**config.mk**
```make
export PLATFORM = sky130hd
export DESIGN_NAME = io_channel_config_regs
export DESIGN_NICKNAME = d
export VERILOG_FILES = /design/src/hdl/io_channel_config_regs.v
export VERILOG_INCLUDE_DIRS = /design/src /design/src/hdl
export SDC_FILE = /design/constraint.sdc
export NUM_CORES = 1
export LEC_CHECK = 0
export BUFFER_PORTS_ARGS = -buffer_cell sky130_fd_sc_hd__buf_2
export CORE_MARGIN = 2
export CORE_UTILIZATION = 62
export CTS_CLUSTER_SIZE = 30
export DETAILED_ROUTE_END_ITERATION = 12
export PLACE_DENSITY_LB_ADDON = 0.2
export SYNTH_ARGS = -nofsm -noshare
export SYNTH_HDL_FRONTEND = slang
export SYNTH_SLANG_ARGS = --single-unit
```
**constraint.sdc**
```tcl
create_clock -name clk_i -period 4.5 [get_ports clk_i]
set_clock_uncertainty 0.2 [all_clocks]
set_input_delay 0.9 -clock clk_i [delete_from_list [all_inputs] [get_ports clk_i]]
set_output_delay 0.9 -clock clk_i [all_outputs]
set_load 0.02 [all_outputs]
```
**src/hdl/io_channel_config_defines.vh**
```
// constants for the channel configuration register bank
// assumes a 100 MHz clk_i and a host that frames serial words with a low-active sync
`ifndef IO_CHANNEL_CONFIG_DEFINES_VH
`define IO_CHANNEL_CONFIG_DEFINES_VH

// --------------------------------------------------------------------
// register addresses
// --------------------------------------------------------------------
`define ADDR_NO_OPERATION 7'h00
`define ADDR_CHANNEL_FUNCTION 7'h01
`define ADDR_CONVERTER 7'h02
`define ADDR_POWER_SAVING 7'h03
`define ADDR_LOGIC_INPUT_A 7'h04
`define ADDR_LOGIC_INPUT_B 7'h05
`define ADDR_OUTPUT 7'h06
`define ADDR_WIRING 7'h07
`define ADDR_INT_SWITCH 7'h08
`define ADDR_EXT_SWITCH 7'h09
`define ADDR_OPEN_WIRE 7'h0A
`define ADDR_OUTPUT_CODE 7'h0B
`define ADDR_OUTPUT_CODE_LIVE 7'h0D
`define ADDR_PIN_FIRST 7'h35
`define ADDR_PIN_LAST 7'h38
`define ADDR_LEAKAGE 7'h39
`define ADDR_BOOST 7'h3A
`define ADDR_CONVERSION 7'h3B
`define ADDR_DIAGNOSTIC 7'h3C

// --------------------------------------------------------------------
// storage indices and reset values
// --------------------------------------------------------------------
`define CFG_COUNT 11
`define CTL_COUNT 4
`define PIN_COUNT 4
`define IDX_CHANNEL_FUNCTION 4'h0
`define IDX_CONVERTER 4'h1
`define IDX_LOGIC_INPUT_A 4'h3
`define IDX_LOGIC_INPUT_B 4'h4
`define IDX_OUTPUT 4'h5
`define IDX_WIRING 4'h6
`define IDX_OUTPUT_CODE 4'hA
`define IDX_BOOST 2'h1
`define IDX_CONVERSION 2'h2
`define IDX_DIAGNOSTIC 2'h3
`define RST_ZERO 16'h0000
`define RST_CONVERTER 16'h2400
`define RST_POWER_SAVING 16'h001F
`define RST_LOGIC_INPUT_A 16'h000B
`define RST_WIRING 16'h0001
`define RST_SWITCH 16'h2E00
`define RST_PIN 5'h08

// --------------------------------------------------------------------
// field positions
// --------------------------------------------------------------------
`define PIN_MODE_MSB 2
`define PIN_PULLDOWN_BIT 3
`define PIN_LEVEL_OUT_BIT 4
`define PIN_MODE_DRIVE 3'h1
`define PIN_RSVD_WIDTH 10
`define BOOST_ENABLE_BIT 0
`define OUTPUT_SLEW_EN_BIT 6

// --------------------------------------------------------------------
// serial frame
// --------------------------------------------------------------------
`define FRAME_BITS 6'h20
`define FRAME_READ_BIT 31
`define FRAME_ADDR_MSB 30
`define FRAME_ADDR_LSB 24
`define FRAME_DATA_MSB 23
`define FRAME_DATA_LSB 8
`define FRAME_TAIL 8'h00
`define FRAME_COUNT_MAX 6'h3F

// --------------------------------------------------------------------
// slew timing
// --------------------------------------------------------------------
// reload for a 1000 ns step at a 10 ns clock: 100 cycles counted down to zero
`define SLEW_RELOAD 16'h0063
`define SLEW_STEP_CODE 16'h0001

`endif

```
**src/hdl/io_channel_config_regs.v**
```verilog
// configuration register bank of one software configurable i/o channel
// assumes sclk idles high, host samples sdo on falling sclk, sclk at most clk_i/8
`timescale 1ns/1ps
`include "io_channel_config_defines.vh"

module io_channel_config_regs (
   input wire clk_i,
   input wire reset_i,
   input wire sclk_i,
   input wire sync_n_i,
   input wire sdi_i,
   output reg sdo_o,
   input wire [3:0] pin_i,
   output wire [3:0] pin_o,
   output wire [3:0] pin_oe_o,
   output wire [3:0] pin_pulldown_en_o,
   output wire [15:0] channel_function_o,
   output wire [15:0] converter_settings_o,
   output wire [15:0] conversion_control_o,
   output wire [15:0] diagnostic_source_select_o,
   output wire boost_supply_en_o,
   output reg [15:0] output_code_live_o,
   output reg frame_ignored_o
);

   // --------------------------------------------------------------------
   // pin synchronisers
   // --------------------------------------------------------------------
   // sclk and sync reset to their idle high level, so release is no false edge;
   // the third flop only feeds the edge detectors below
   reg sclk_s1;
   reg sclk_s2;
   reg sclk_s3;
   reg sync_s1;
   reg sync_s2;
   reg sync_s3;
   reg sdi_s1;
   reg sdi_s2;
   reg [3:0] pin_s1;
   reg [3:0] pin_s2;

   always @(posedge clk_i) begin
      if (reset_i) begin
         sclk_s1 <= 1'b1;
         sclk_s2 <= 1'b1;
         sclk_s3 <= 1'b1;
         sync_s1 <= 1'b1;
         sync_s2 <= 1'b1;
         sync_s3 <= 1'b1;
         sdi_s1 <= 1'b0;
         sdi_s2 <= 1'b0;
         pin_s1 <= 4'h0;
         pin_s2 <= 4'h0;
      end else begin
         sclk_s1 <= sclk_i;
         sclk_s2 <= sclk_s1;
         sclk_s3 <= sclk_s2;
         sync_s1 <= sync_n_i;
         sync_s2 <= sync_s1;
         sync_s3 <= sync_s2;
         sdi_s1 <= sdi_i;
         sdi_s2 <= sdi_s1;
         pin_s1 <= pin_i;
         pin_s2 <= pin_s1;
      end
   end

   // edges are seen a few clocks late; the host keeps sclk slow enough for that
   wire frame_active = ~sync_s2;
   wire frame_start = sync_s3 & ~sync_s2;
   wire frame_end = ~sync_s3 & sync_s2;
   wire sclk_fall = sclk_s3 & ~sclk_s2;
   wire sclk_rise = ~sclk_s3 & sclk_s2;

   // --------------------------------------------------------------------
   // frame receiver
   // --------------------------------------------------------------------
   reg [5:0] bit_count;
   reg [31:0] rx_shift;
   reg [31:0] tx_shift;
   reg [6:0] read_addr;
   reg wr_en;
   reg [6:0] wr_addr;
   reg [15:0] wr_data;
   reg [15:0] read_data;

   // --------------------------------------------------------------------
   // frame word fields
   // --------------------------------------------------------------------
   // the last 32 bits shifted in; longer frames are refused by the count
   wire frame_is_read = rx_shift[`FRAME_READ_BIT];
   wire [6:0] frame_addr = rx_shift[`FRAME_ADDR_MSB:`FRAME_ADDR_LSB];
   wire [15:0] frame_data = rx_shift[`FRAME_DATA_MSB:`FRAME_DATA_LSB];
   wire frame_count_ok = (bit_count == `FRAME_BITS);
   // readback word: address, data, tail; a leading zero goes out before it
   wire [31:0] tx_word = {read_addr, read_data, `FRAME_TAIL, 1'b0};

   always @(posedge clk_i) begin
      if (reset_i) begin
         bit_count <= 6'h00;
         rx_shift <= 32'h00000000;
         tx_shift <= 32'h00000000;
         read_addr <= `ADDR_NO_OPERATION;
         wr_en <= 1'b0;
         wr_addr <= `ADDR_NO_OPERATION;
         wr_data <= `RST_ZERO;
         frame_ignored_o <= 1'b0;
         sdo_o <= 1'b0;
      end else begin
         wr_en <= 1'b0;
         frame_ignored_o <= 1'b0;
         if (frame_start) begin
            bit_count <= 6'h00;
            sdo_o <= 1'b0;
            tx_shift <= tx_word;
         end else if (frame_active) begin
            if (sclk_fall) begin
               rx_shift <= {rx_shift[30:0], sdi_s2};
               // count saturates so a very long frame never wraps back to 32
               if (bit_count != `FRAME_COUNT_MAX) begin
                  bit_count <= bit_count + 6'h01;
               end
            end
            // sdo moves on rising sclk so it is settled at the host's falling sample
            if (sclk_rise) begin
               sdo_o <= tx_shift[31];
               tx_shift <= {tx_shift[30:0], 1'b0};
            end
         end
         if (frame_end) begin
            sdo_o <= 1'b0;
            if (!frame_count_ok) begin
               frame_ignored_o <= 1'b1;
            end else if (frame_is_read) begin
               // only the address is latched; its data leaves in the next frame
               read_addr <= frame_addr;
            end else begin
               wr_en <= 1'b1;
               wr_addr <= frame_addr;
               wr_data <= frame_data;
            end
         end
      end
   end

   // --------------------------------------------------------------------
   // configuration storage 0x01 to 0x0B and 0x39 to 0x3C
   // --------------------------------------------------------------------
   reg [15:0] cfg [0:`CFG_COUNT-1];
   reg [15:0] ctl [0:`CTL_COUNT-1];
   wire [6:0] cfg_off = wr_addr - `ADDR_CHANNEL_FUNCTION;
   wire [6:0] ctl_off = wr_addr - `ADDR_LEAKAGE;
   wire [6:0] rd_cfg_off = read_addr - `ADDR_CHANNEL_FUNCTION;
   wire [6:0] rd_ctl_off = read_addr - `ADDR_LEAKAGE;
   wire [6:0] rd_pin_off = read_addr - `ADDR_PIN_FIRST;
   integer i;

   function [15:0] cfg_reset;
      input [3:0] idx;
      begin
         case (idx)
            4'h1: cfg_reset = `RST_CONVERTER;
            4'h2: cfg_reset = `RST_POWER_SAVING;
            4'h3: cfg_reset = `RST_LOGIC_INPUT_A;
            4'h6: cfg_reset = `RST_WIRING;
            4'h7: cfg_reset = `RST_SWITCH;
            4'h8: cfg_reset = `RST_SWITCH;
            default: cfg_reset = `RST_ZERO;
         endcase
      end
   endfunction

   // --------------------------------------------------------------------
   // write decode
   // --------------------------------------------------------------------
   // address zero decodes to nothing, so a write there changes no state
   wire wr_cfg_hit = (wr_addr != `ADDR_NO_OPERATION) && (wr_addr <= `ADDR_OUTPUT_CODE);
   wire wr_function = (wr_addr == `ADDR_CHANNEL_FUNCTION);
   wire wr_ctl_hit = (wr_addr >= `ADDR_LEAKAGE) && (wr_addr <= `ADDR_DIAGNOSTIC);

   always @(posedge clk_i) begin
      if (reset_i) begin
         for (i = 0; i < `CFG_COUNT; i = i + 1) begin
            cfg[i] <= cfg_reset(i[3:0]);
         end
         for (i = 0; i < `CTL_COUNT; i = i + 1) begin
            ctl[i] <= `RST_ZERO;
         end
      end else if (wr_en) begin
         if (wr_cfg_hit) begin
            cfg[cfg_off[3:0]] <= wr_data;
            if (wr_function) begin
               cfg[`IDX_CONVERTER] <= cfg_reset(`IDX_CONVERTER);
               cfg[`IDX_LOGIC_INPUT_A] <= cfg_reset(`IDX_LOGIC_INPUT_A);
               cfg[`IDX_LOGIC_INPUT_B] <= cfg_reset(`IDX_LOGIC_INPUT_B);
               cfg[`IDX_OUTPUT] <= cfg_reset(`IDX_OUTPUT);
               cfg[`IDX_WIRING] <= cfg_reset(`IDX_WIRING);
               cfg[`IDX_OUTPUT_CODE] <= cfg[`IDX_OUTPUT_CODE];
            end
         end else if (wr_ctl_hit) begin
            ctl[ctl_off[1:0]] <= wr_data;
         end
      end
   end

   // storage leaves as is, boost as its enable bit 0 alone; the analog side decodes the fields
   assign channel_function_o = cfg[`IDX_CHANNEL_FUNCTION];
   assign converter_settings_o = cfg[`IDX_CONVERTER];
   assign conversion_control_o = ctl[`IDX_CONVERSION];
   assign diagnostic_source_select_o = ctl[`IDX_DIAGNOSTIC];
   assign boost_supply_en_o = ctl[`IDX_BOOST][`BOOST_ENABLE_BIT];

   // --------------------------------------------------------------------
   // live output code with slewing
   // --------------------------------------------------------------------
   reg [15:0] slew_count;
   wire [15:0] target_code = cfg[`IDX_OUTPUT_CODE];
   wire slew_on = cfg[`IDX_OUTPUT][`OUTPUT_SLEW_EN_BIT];
   wire slew_tick = (slew_count == 16'h0000);

   always @(posedge clk_i) begin
      if (reset_i) begin
         slew_count <= 16'h0000;
         output_code_live_o <= `RST_ZERO;
      end else begin
         if (slew_tick) begin
            slew_count <= `SLEW_RELOAD;
         end else begin
            slew_count <= slew_count - 16'h0001;
         end
         // with slew off the live code follows the target one clock later;
         // with slew on it moves one code per tick, so large changes take long
         // loaded code or slew step
         if (!slew_on) begin
            output_code_live_o <= target_code;
         end else if (slew_tick && output_code_live_o < target_code) begin
            output_code_live_o <= output_code_live_o + `SLEW_STEP_CODE;
         end else if (slew_tick && output_code_live_o > target_code) begin
            output_code_live_o <= output_code_live_o - `SLEW_STEP_CODE;
         end
      end
   end

   // --------------------------------------------------------------------
   // general-purpose pins
   // --------------------------------------------------------------------
   wire [15:0] pin_readback [0:`PIN_COUNT-1];

   genvar g;
   generate
      for (g = 0; g < `PIN_COUNT; g = g + 1) begin : gen_pin
         reg [4:0] pin_cfg;
         always @(posedge clk_i) begin
            if (reset_i) begin
               pin_cfg <= `RST_PIN;
            end else if (wr_en && wr_addr == `ADDR_PIN_FIRST + g) begin
               pin_cfg <= wr_data[`PIN_LEVEL_OUT_BIT:0];
            end
         end
         // the enable follows the mode field alone, so a mode change acts at once
         // drive in mode 001
         assign pin_oe_o[g] = (pin_cfg[`PIN_MODE_MSB:0] == `PIN_MODE_DRIVE);
         assign pin_o[g] = pin_cfg[`PIN_LEVEL_OUT_BIT];
         assign pin_pulldown_en_o[g] = pin_cfg[`PIN_PULLDOWN_BIT];
         // only bits 4:0 are stored; bit 5 is the synchronised pin
         // sensed level, reserved zero
         assign pin_readback[g] = {{`PIN_RSVD_WIDTH{1'b0}}, pin_s2[g], pin_cfg};
      end
   endgenerate

   // --------------------------------------------------------------------
   // read decode
   // --------------------------------------------------------------------
   // unmapped holes fall through and read as zero
   wire rd_cfg_hit = (read_addr != `ADDR_NO_OPERATION) && (read_addr <= `ADDR_OUTPUT_CODE);
   wire rd_live_hit = (read_addr == `ADDR_OUTPUT_CODE_LIVE);
   wire rd_pin_hit = (read_addr >= `ADDR_PIN_FIRST) && (read_addr <= `ADDR_PIN_LAST);
   wire rd_ctl_hit = (read_addr >= `ADDR_LEAKAGE) && (read_addr <= `ADDR_DIAGNOSTIC);

   // --------------------------------------------------------------------
   // readback selection
   // --------------------------------------------------------------------
   always @* begin
      read_data = `RST_ZERO;
      if (rd_cfg_hit) begin
         read_data = cfg[rd_cfg_off[3:0]];
      end else if (rd_live_hit) begin
         read_data = output_code_live_o;
      end else if (rd_pin_hit) begin
         read_data = pin_readback[rd_pin_off[1:0]];
      end else if (rd_ctl_hit) begin
         read_data = ctl[rd_ctl_off[1:0]];
      end
   end

endmodule // io_channel_config_regs

```
Word-level counts from Yosys, hierarchy flattened
Memories as Yosys holds them, arrays and structs flattened.
Index checks and enable logic that the tools add are counted.
Word-level totals
  latch bits: 0
  output and inout bits: 95
  register bits: 162
  ROM bits: 0
  word-level logic and storage cells: 159
  memories kept: 2
  RAM bits: 240
Memories
  cfg: words 11, width 16, read ports 5, clocked after memory_dff 0, wr ports 11, RTL line io_channel_config_regs.v:149  | reg [15:0] cfg [0:`CFG_COUNT-1];
  ctl: words 4, width 16, read ports 4, clocked after memory_dff 0, wr ports 4, RTL line io_channel_config_regs.v:150  | reg [15:0] ctl [0:`CTL_COUNT-1];
Cells by class
  bitwise operators: 19
  add/sub/neg operators: 9
  divide/modulo/power cells: 0
  order comparisons: 11
  equal/unequal tests: 14
  multipliers: 0
  shift-type cells: 0
  multiplexer cells: 50
  reduce and logical (&&, ||, !) cells: 28
Operator list (count)
  $mux 16: 23
  $mux 32: 3
  $bmux 16 s2: 1
  $reduce_or 16->1: 2
  $sub 16x1->16 const B: 2
  $eq 7x6->1 const B: 4
  $ge 7x6->1 const B: 3
  $le 7x6->1 const B: 3
  $mux 1: 20
  $add 16x1->16 const B: 1
  $gt 16x16->1: 1
  $logic_not 16->1: 1
  $lt 16x16->1: 1
  $le 7x4->1 const B: 2
  $reduce_bool 7->1: 2
  $eq 3x1->1 const B: 4
  $reduce_and 3->1: 4
  $logic_and 1x1->1: 11
  $not 1->1: 8
  $sub 4x1->4 const B: 2
  $eq 7x1->1 const B: 1
  $eq 7x4->1 const B: 1
  $mux 7: 1
  $add 6x1->6 const B: 1
  15 further kinds: 29

Logic depth before layout (Yosys ltp)
Gate-level depths: netlist of run 1.
  word-level depth: 9
  mapped depth: 16
  mapped depth without buffers: 16

Worst setup path before layout of run 1
OpenSTA, ideal clock, no wires.
  kind: reg-to-reg
  start: register output_code_live_o[11]
  end: register output_code_live_o[13]
  cell stages (with the launch flop): 15
  setup slack: 0.252 ns
  clock period less this slack: 4.248 ns
  required time: 4.240 ns
  data arrival time: 3.988 ns
  path through: dfxtp_1 > ha_1 > a21oi_1 > o21a_1 > a2bb2oi_2 > or3b_2 > or2_2 > ha_1 > a21oi_1 > nand2_1 > nor3_1 > o41ai_1 > or4b_2 > a31oi_1 > a311o_1
Between the ends
  word-level cells in the longest chain between the ends: 4
  elaborated cells on any way between the ends: 10
RTL lines
  start: declaration: RTL line io_channel_config_regs.v:22  | output reg [15:0] output_code_live_o,
  start signal: assignment: RTL line io_channel_config_regs.v:224  | output_code_live_o <= `RST_ZERO;
  start signal: assignment: RTL line io_channel_config_regs.v:235  | output_code_live_o <= target_code;
  start signal: assignment: RTL line io_channel_config_regs.v:237  | output_code_live_o <= output_code_live_o + `SLEW_STEP_CODE;
  $sub 16x1->16 (no source line) / $lt 16x16->1 (equally long branches)
  $mux 16 / $logic_and 1x1->1 (equally long branches): RTL line io_channel_config_regs.v:238, io_channel_config_regs.v:236
  $mux 16: RTL line io_channel_config_regs.v:236  | end else if (slew_tick && output_code_live_o < target_code) begin
  $mux 16: RTL line io_channel_config_regs.v:234  | if (!slew_on) begin
Parallel ways exist; a longest one is shown, timed or not. The select of a mux whose other input is x is not followed.
A chain may end at the register's enable or synchronous reset.

==> flow_summary_export.csv, run 1 <==
group,metric,value,unit
synthesis,ys.flop_type,"edfxtp_1",
global_route,grt_overflow,0,
setup_path,startpoint_type,"flop",
cts,numCtsBuffers,49,
die,start_util,0.6327,
synthesis,synth_area_leader_cell,"edfxtp_1",
detailed_routing,final_antenna_net_count,0,
power,p_int,7.899,mW
die,die_h,192.2,um
synthesis,ys_seq_area_frac,0.5779,
detailed_routing,wl_per_cell,23.82,um
sta,max_slew.worst_pin.slew,1.195,ns
global_route,antenna_found_initial,0,
sta,setup_slack,0.1731,ns
detailed_routing,route.vias.total,15310,
synthesis,yosysWarnings,0,
setup_path,worst_path_max_delay_cell,"or4b_2",
placed_design,place_congestion,0.8769,
detailed_routing,drt-initial-drc-count,1500,
placed_design,dp_hpwl,38730,um
die,std_cell_rows,68,
global_route,grt_pass1_wl,88580,um
synthesis,synthArstFlopShare,0,
power,p_sw_frac,0.2570,
setup_path,cpMostUsedCell,"ha_1",
finish,final_nets,1985,
sta,slew_violations,0,
cts,cts_root_buffer,"clkbuf_16",
cts,htreeDepth,2,
die,die_w,192.2,um
synthesis,synth_cells,1830,
synthesis,synth_edf_count,304,
setup_path,crit_fanout,11,
detailed_routing,drt_first_pass_iters,5,
power,clockPowerShare,0.387,
finish,fin_cells,2428,
setup_path,cpPeakStageDelay,0.60,ns
cts,cts.clk_slew.worst_paths,0.06,ns
setup_path,crit_type,"flop to flop",
power,p_switching,2.732,mW
sta,setup_viol_count_final,0,
synthesis,syn_avg_cell_area,12.00,um2
finish,n_antenna_cell,0,
setup_path,crit_path_end_kind,"flop",
synthesis,synth_nets,1883,
synthesis,synth.distinct_cells,71,
sta,final.period_utilization,0.9615,
power,peakVddDrop,0.0003760,V
synthesis,synth_top_cell_area_share,0.4157,
die,ios,104,
detailed_routing,post_drt_via_cell_ratio,6.306,
power,combinationalPowerShare,0.148,
cts,cts.sinks,482,
synthesis,synthesis.area,21960,um2
global_route,grt_use_total,0.3200,
finish,area_delta_synth_final,13.18,%
sta,fin_crit,4.327,ns
synthesis,yosys_register_bits,482,
global_route,grt_pass1_vias,15250,
setup_path,ff2ff_setup_slack,0.17,ns
placed_design,port_buffers,103,
power,power_leakage,8.891,nW
placed_design,post-place-ws,0.03555,ns
finish,drive_gt1_frac,0.1992,
sta,slew_headroom,0.2021,
die,fp.coreArea,34710,um2
detailed_routing,routed_wl,57830,um
run_status,status,"complete, no violations",
finish,layout_commonest_cell,"edfxtp_1",
flow_run,drv_cap,0,
die,dieArea,36940,um2
cts,clk-insertion-delay-late,0.58,ns
setup_path,worst_ep_required_time,4.82,ns
global_route,grt_max_degree,93,
min_path,min_path_type,"flop to flop",
finish,layout_common_cells,"304 x edfxtp_1, 215 x nand2_1, 177 x and2_1, 177 x dfxtp_1, 119 x a21oi_1",
power,power,10.63,mW
sta,max_freq,231.1,MHz
sta,finalHoldViolations,0,
power,seqPwrFrac,0.465,
cts,cts_tree,"built",
placed_design,dp_cells,2335,
cts,cts_buffer_depth,3,
setup_path,path_cells,"inv_1 > ha_1 > a21oi_1 > o21a_1 > a2bb2oi_2 > or3b_2 > or2_4 > ha_1 > a21oi_2 > o22ai_2 > nor3_1 > o41ai_1 > buf_4 > or4b_2 > a31oi_1 > a311o_1",
detailed_routing,drcViolationCount,0,
synthesis,synth.area.top_cells,"edfxtp_1 42%, dfxtp_1 16%, mux4_2 8.8%",
power,p_per_area,427.7,nW/um2
setup_path,worstPathArrival,4.64,ns
==> power by group through the flow <==
stage / logic [mW] / registers, mW / clock network (mW)
5_1_grt: 1.73 / 4.96 / 4.32
3_5_place_dp: 1.53 / 5.03 / 0
4_1_cts: 1.54 / 4.94 / 4.15
3_3_place_gp: 1.50 / 5.02 / 0
6_report: 1.58 / 4.94 / 4.11
2_1_floorplan: 1.05 / 5.06 / 0
==> path summary, 6_finish.rpt <==
path | to | depth (start not counted) | from
max reg2reg | output_code_live_o[13] | 16 | cfg[10][11]
min reg2reg | sclk_s2 | 1 | sclk_s1
min | sclk_s2 | 1 | sclk_s1
max | output_code_live_o[13] | 16 | cfg[10][11]
==> critical path, delay by kind of cell, from the launching register on <==
family | cells | cell delay [ns]
AO/OA/AOI/OAI | 8 | 1.27
buffers and inverters | 2 | 0.22
adder cells (fa/ha/maj) | 2 | 0.56
flip-flops | 1 | 0.38
AND/OR/NAND/NOR | 4 | 1.64
==> metal layers <==
layer	vias up	global-route usage	routed length (um)
li1	6848	-	-
met1	7549	0.4335	22790
met2	738	0.5120	27580
met3	175	0.05555	4878
met4	0	0.1398	2578
met5	-	0	0
==> cells by family (layout without fill, tap and decap cells) <==
logic type,count (synthesis),after routing,share of synthesized area
xor+xnor,28,28,0.01117
compound gates,289,289,0.08392
buf+inv,180,323,0.03589
simple gates,672,672,0.1548
mux,135,135,0.1109
flops,482,482,0.5779
fa+ha+maj,44,44,0.02541
==> flip-flops by register name (all words and copies together), names as in the netlist, 16 cells and up <==
register	flops
wr_data	16
output_code_live_o	16
rx_shift	32
slew_count	16
tx_shift	23
cfg	256
ctl	64
gen_pin.pin_cfg	20
==> cells in the mapped netlist, drive strengths merged (2+ instances only) <==
master / instances
nor3b: 11
dfxtp: 178
a211oi: 44
a41oi: 2
o31ai: 5
clkbuf: 85
nand4: 6
xor2: 12
xnor2: 16
nor4: 4
o31a: 2
o21bai: 2
nor3: 54
and3: 5
o21ai: 47
nor2b: 36
nand3: 18
a21oi: 121
mux2: 7
a21o: 3
a311oi: 6
or4: 2
a221oi: 6
buf: 51
nand4b: 2
inv: 43
ha: 43
nor2: 98
mux4: 86
a2bb2oi: 2
a222oi: 10
or3: 18
and4: 2
or3b: 3
o211ai: 12
edfxtp: 304
o21a: 5
or2: 11
nand2: 215
and2: 177
nand2b: 6
mux2i: 42
a31oi: 12
==> layout make-up <==
cell class | count | area (um2)
Sequential cell | 482 | 12700
Timing Repair Buffer | 187 | 1211
Clock buffer | 76 | 1501
Multi-Input combinational cell | 1168 | 8564
Inverter | 44 | 165.2
Clock inverter | 16 | 150.1
Tap cell | 455 | 569.3
Fill cell | 2356 | 9856
==> stage by stage <==
| step | TNS [ns] | hold WS (ns) | util | instance area, um2 |
|---|---|---|---|---|
| finish | 0 | 0.2230 | 0.7161 | 24860 |
| global placement | 0 | 0.1974 | 0.6676 | 23170 |
| detailed placement | 0 | 0.2043 | 0.6676 | 23170 |
| CTS | 0 | 0.2226 | 0.7151 | 24830 |
| floorplan | 0 | 0.1895 | - | 21960 |
| global route | -0.0005738 | 0.2393 | 0.7161 | 24860 |
==> repair_timing <==
action	in CTS	in global routing
buffers inserted	0	1
endpoints found under the setup margin	0	4
gates resized for setup	0	5
hold buffers	0	0
Note: power is estimated with default switching activity, not from simulation.
==> run 2, diff against run 1 <==
Settings changed: ABC_AREA set to 1.
==> flow_summary_export.csv, run 2 <==
group,metric,value,unit
cts,numCtsBuffers,49,
die,start_util,0.6304,
detailed_routing,wl_per_cell,22.02,um
synthesis,synth_nets,2387,
sta,fin_crit,3.748,ns
synthesis,synthArstFlopShare,0,
die,ios,104,
placed_design,dp_cells,2765,
sta,final.period_utilization,0.8329,
setup_path,r2r_end,"output_code_live_o[10]",
flow_run,drv_cap,0,
setup_path,crit_type,"flop to flop",
finish,drive_gt1_frac,0.1178,
synthesis,synth_cells,2334,
setup_path,reg2reg_from,"output_code_live_o[15]",
finish,layout_common_cells,"430 x nor2_1, 307 x o21ai_0, 304 x edfxtp_1",
setup_path,worst_ep_required_time,4.76,ns
setup_path,startpoint_type,"flop",
finish,area_delta_synth_final,10.94,%
global_route,grt_pass1_wl,95970,um
global_route,grt_use_total,0.3445,
synthesis,syn_avg_cell_area,9.353,um2
finish,finalInstanceArea,24220,um2
finish,layout_commonest_cell,"nor2_1",
setup_path,crit_fanout,18,
placed_design,port_buffers,103,
cts,cts.clk_slew.worst_paths,0.06,ns
global_route,grtUsageMet1,0.4654,
power,peakVddDrop,0.0004315,V
setup_path,r2r_cells,15,
cts,cts_tree,"built",
detailed_routing,drt_first_pass_iters,8,
cts,cts_buffer_depth,3,
sta,rsz0062_at_grt,"false",
finish,final_nets,2414,
synthesis,synthesis.area,21830,um2
min_path,worstHoldStart,"pin_s1[1]",
run_status,status,"complete, no violations",
global_route,antenna_found_initial,0,
cts,cts_root_buffer,"clkbuf_16",
global_route,grt_pass1_vias,17000,
cts,cts.sinks,482,
global_route,grtUsageMet3,0.06304,
min_path,holdPathEnd,"pin_s2[1]",
die,die_w,191.6,um
min_path,min_path_type,"flop to flop",
detailed_routing,route.vias.total,17940,
synthesis,synth.area.top_cells,"edfxtp_1 42%, dfxtp_1 16%, nor2_1 7.4%",
detailed_routing,routed_wl,62920,um
finish,fin_cells,2857,
global_route,grt_overflow,0,
detailed_routing,post_drt_via_cell_ratio,6.279,
synthesis,synth_area_leader_cell,"edfxtp_1",
sta,finalHoldViolations,0,
sta,slew_headroom,0.3362,
sta,setup_viol_count_final,0,
sta,slew_violations,0,
synthesis,synthTopCellsByCount,"430 x nor2_1, 307 x o21ai_0, 304 x edfxtp_1, 206 x a21oi_1, 192 x nand2_1",
placed_design,dp_hpwl,40620,um
setup_path,worstPathArrival,4.01,ns
synthesis,yosysWarnings,0,
synthesis,ys_seq_area_frac,0.5814,
global_route,grt_max_degree,102,
synthesis,synth.distinct_cells,50,
setup_path,crit_path_end_kind,"flop",
sta,max_freq,266.8,MHz
synthesis,yosysMostFrequentCell,"nor2_1",
cts,clk-insertion-delay-late,0.58,ns
die,die_h,191.6,um
power,power,11.62,mW
finish,largest_reg_flops,256,
sta,max_slew.worst_pin.slew,0.9932,ns
global_route,gr-usage-met2,0.5494,
detailed_routing,drcViolationCount,0,
finish,top_register,"cfg",
power,p_per_area,479.7,nW/um2
cts,hold_buffers,0,
placed_design,postPlaceCellArea,22490,um2
cts,htreeDepth,2,
finish,top_regs,"cfg: 256 flops, ctl: 64 flops, rx_shift: 32 flops",
placed_design,place_congestion,0.9208,
setup_path,ff2ff_setup_slack,0.75,ns
global_route,top_usage_layer,"met2",
die,dieArea,36730,um2
synthesis,synth_top_cell_area_share,0.4182,
synthesis,ys.flop_type,"edfxtp_1",
detailed_routing,final_antenna_net_count,0,
synthesis,synth_edf_count,304,
sta,final.setup.tns,0,ns
finish,n_antenna_cell,0,
die,fp.coreArea,34630,um2
synthesis,yosys_register_bits,482,
power,power_leakage,8.914,nW
detailed_routing,drt-initial-drc-count,2163,
cts,cts-resized-gates,0,
cts,cts_setup_buffers,0,
die,std_cell_rows,68,
min_path,min_delay_path_depth,2,
[run 2: critical path, cell delays in order, from the launching register on]
cell      delay, ns
dfxtp_1        0.44
ha_1           0.31
a21oi_1        0.15
o21ai_0        0.09
nor2_1         0.28
nand3_2        0.42
ha_1           0.50
a21oi_1        0.14
nand2_1        0.12
a21boi_0       0.25
o21ai_0        0.17
nand2_1        0.09
nand2_1        0.06
or2_2          0.27
nand3_1        0.07
a21oi_1        0.06
[run 2: cell type report]
type	instances	area (um2)
Sequential cell	482	12700
Fill cell	2591	10410
Multi-Input combinational cell	1532	7848
Clock buffer	59	1358
Timing Repair Buffer	131	750.7
Inverter	165	625.6
Tap cell	455	569.3
Clock inverter	33	372.9
[run 2: stage by stage]
stage	worst slack, ns	hold slack, ns	utilization
floorplan	1.170	0.1883	-
global placement	0.8896	0.1949	0.6494
detailed placement	0.7872	0.1924	0.6494
CTS	0.7643	0.2047	0.6994
global route	0.3188	0.2268	0.6994
finish	0.7522	0.2048	0.6994
[run 2: worst max-delay path by stage]
stage	from	to	slack (ns)	cells past startpoint
floorplan	output_code_live_o[15]	output_code_live_o[10]	1.17	15
CTS	output_code_live_o[15]	output_code_live_o[10]	0.76	15
finish	output_code_live_o[15]	output_code_live_o[10]	0.75	15
detailed placement	output_code_live_o[15]	output_code_live_o[10]	0.79	15
global route	output_code_live_o[15]	output_code_live_o[10]	0.32	15
global placement	cfg[10][15]	output_code_live_o[10]	0.89	16
[run 2: cells by family (layout without fill, tap and decap cells)]
logic type / after synthesis / count (layout) / synth area share
AND/OR/NAND/NOR: 824 / 824 / 0.1612
AO/OA/AOI/OAI: 649 / 649 / 0.1638
XOR/XNOR: 15 / 15 / 0.006706
flip-flops: 482 / 482 / 0.5814
adder cells (fa/ha/maj): 44 / 44 / 0.02556
buffers and inverters: 320 / 388 / 0.06138
[run 2: power by group]
group | switching, mW | internal [mW]
sequential | 0.184 | 4.90
clock | 1.76 | 2.57
combinational | 1.44 | 0.766
total | 3.38 | 8.24
[run 2: layer usage]
metal	vias to the layer above	share of wire
li1	8170	-
met1	8511	0.38
met2	1069	0.47
met3	190	0.11
met4	0	0.041
met5	-	0
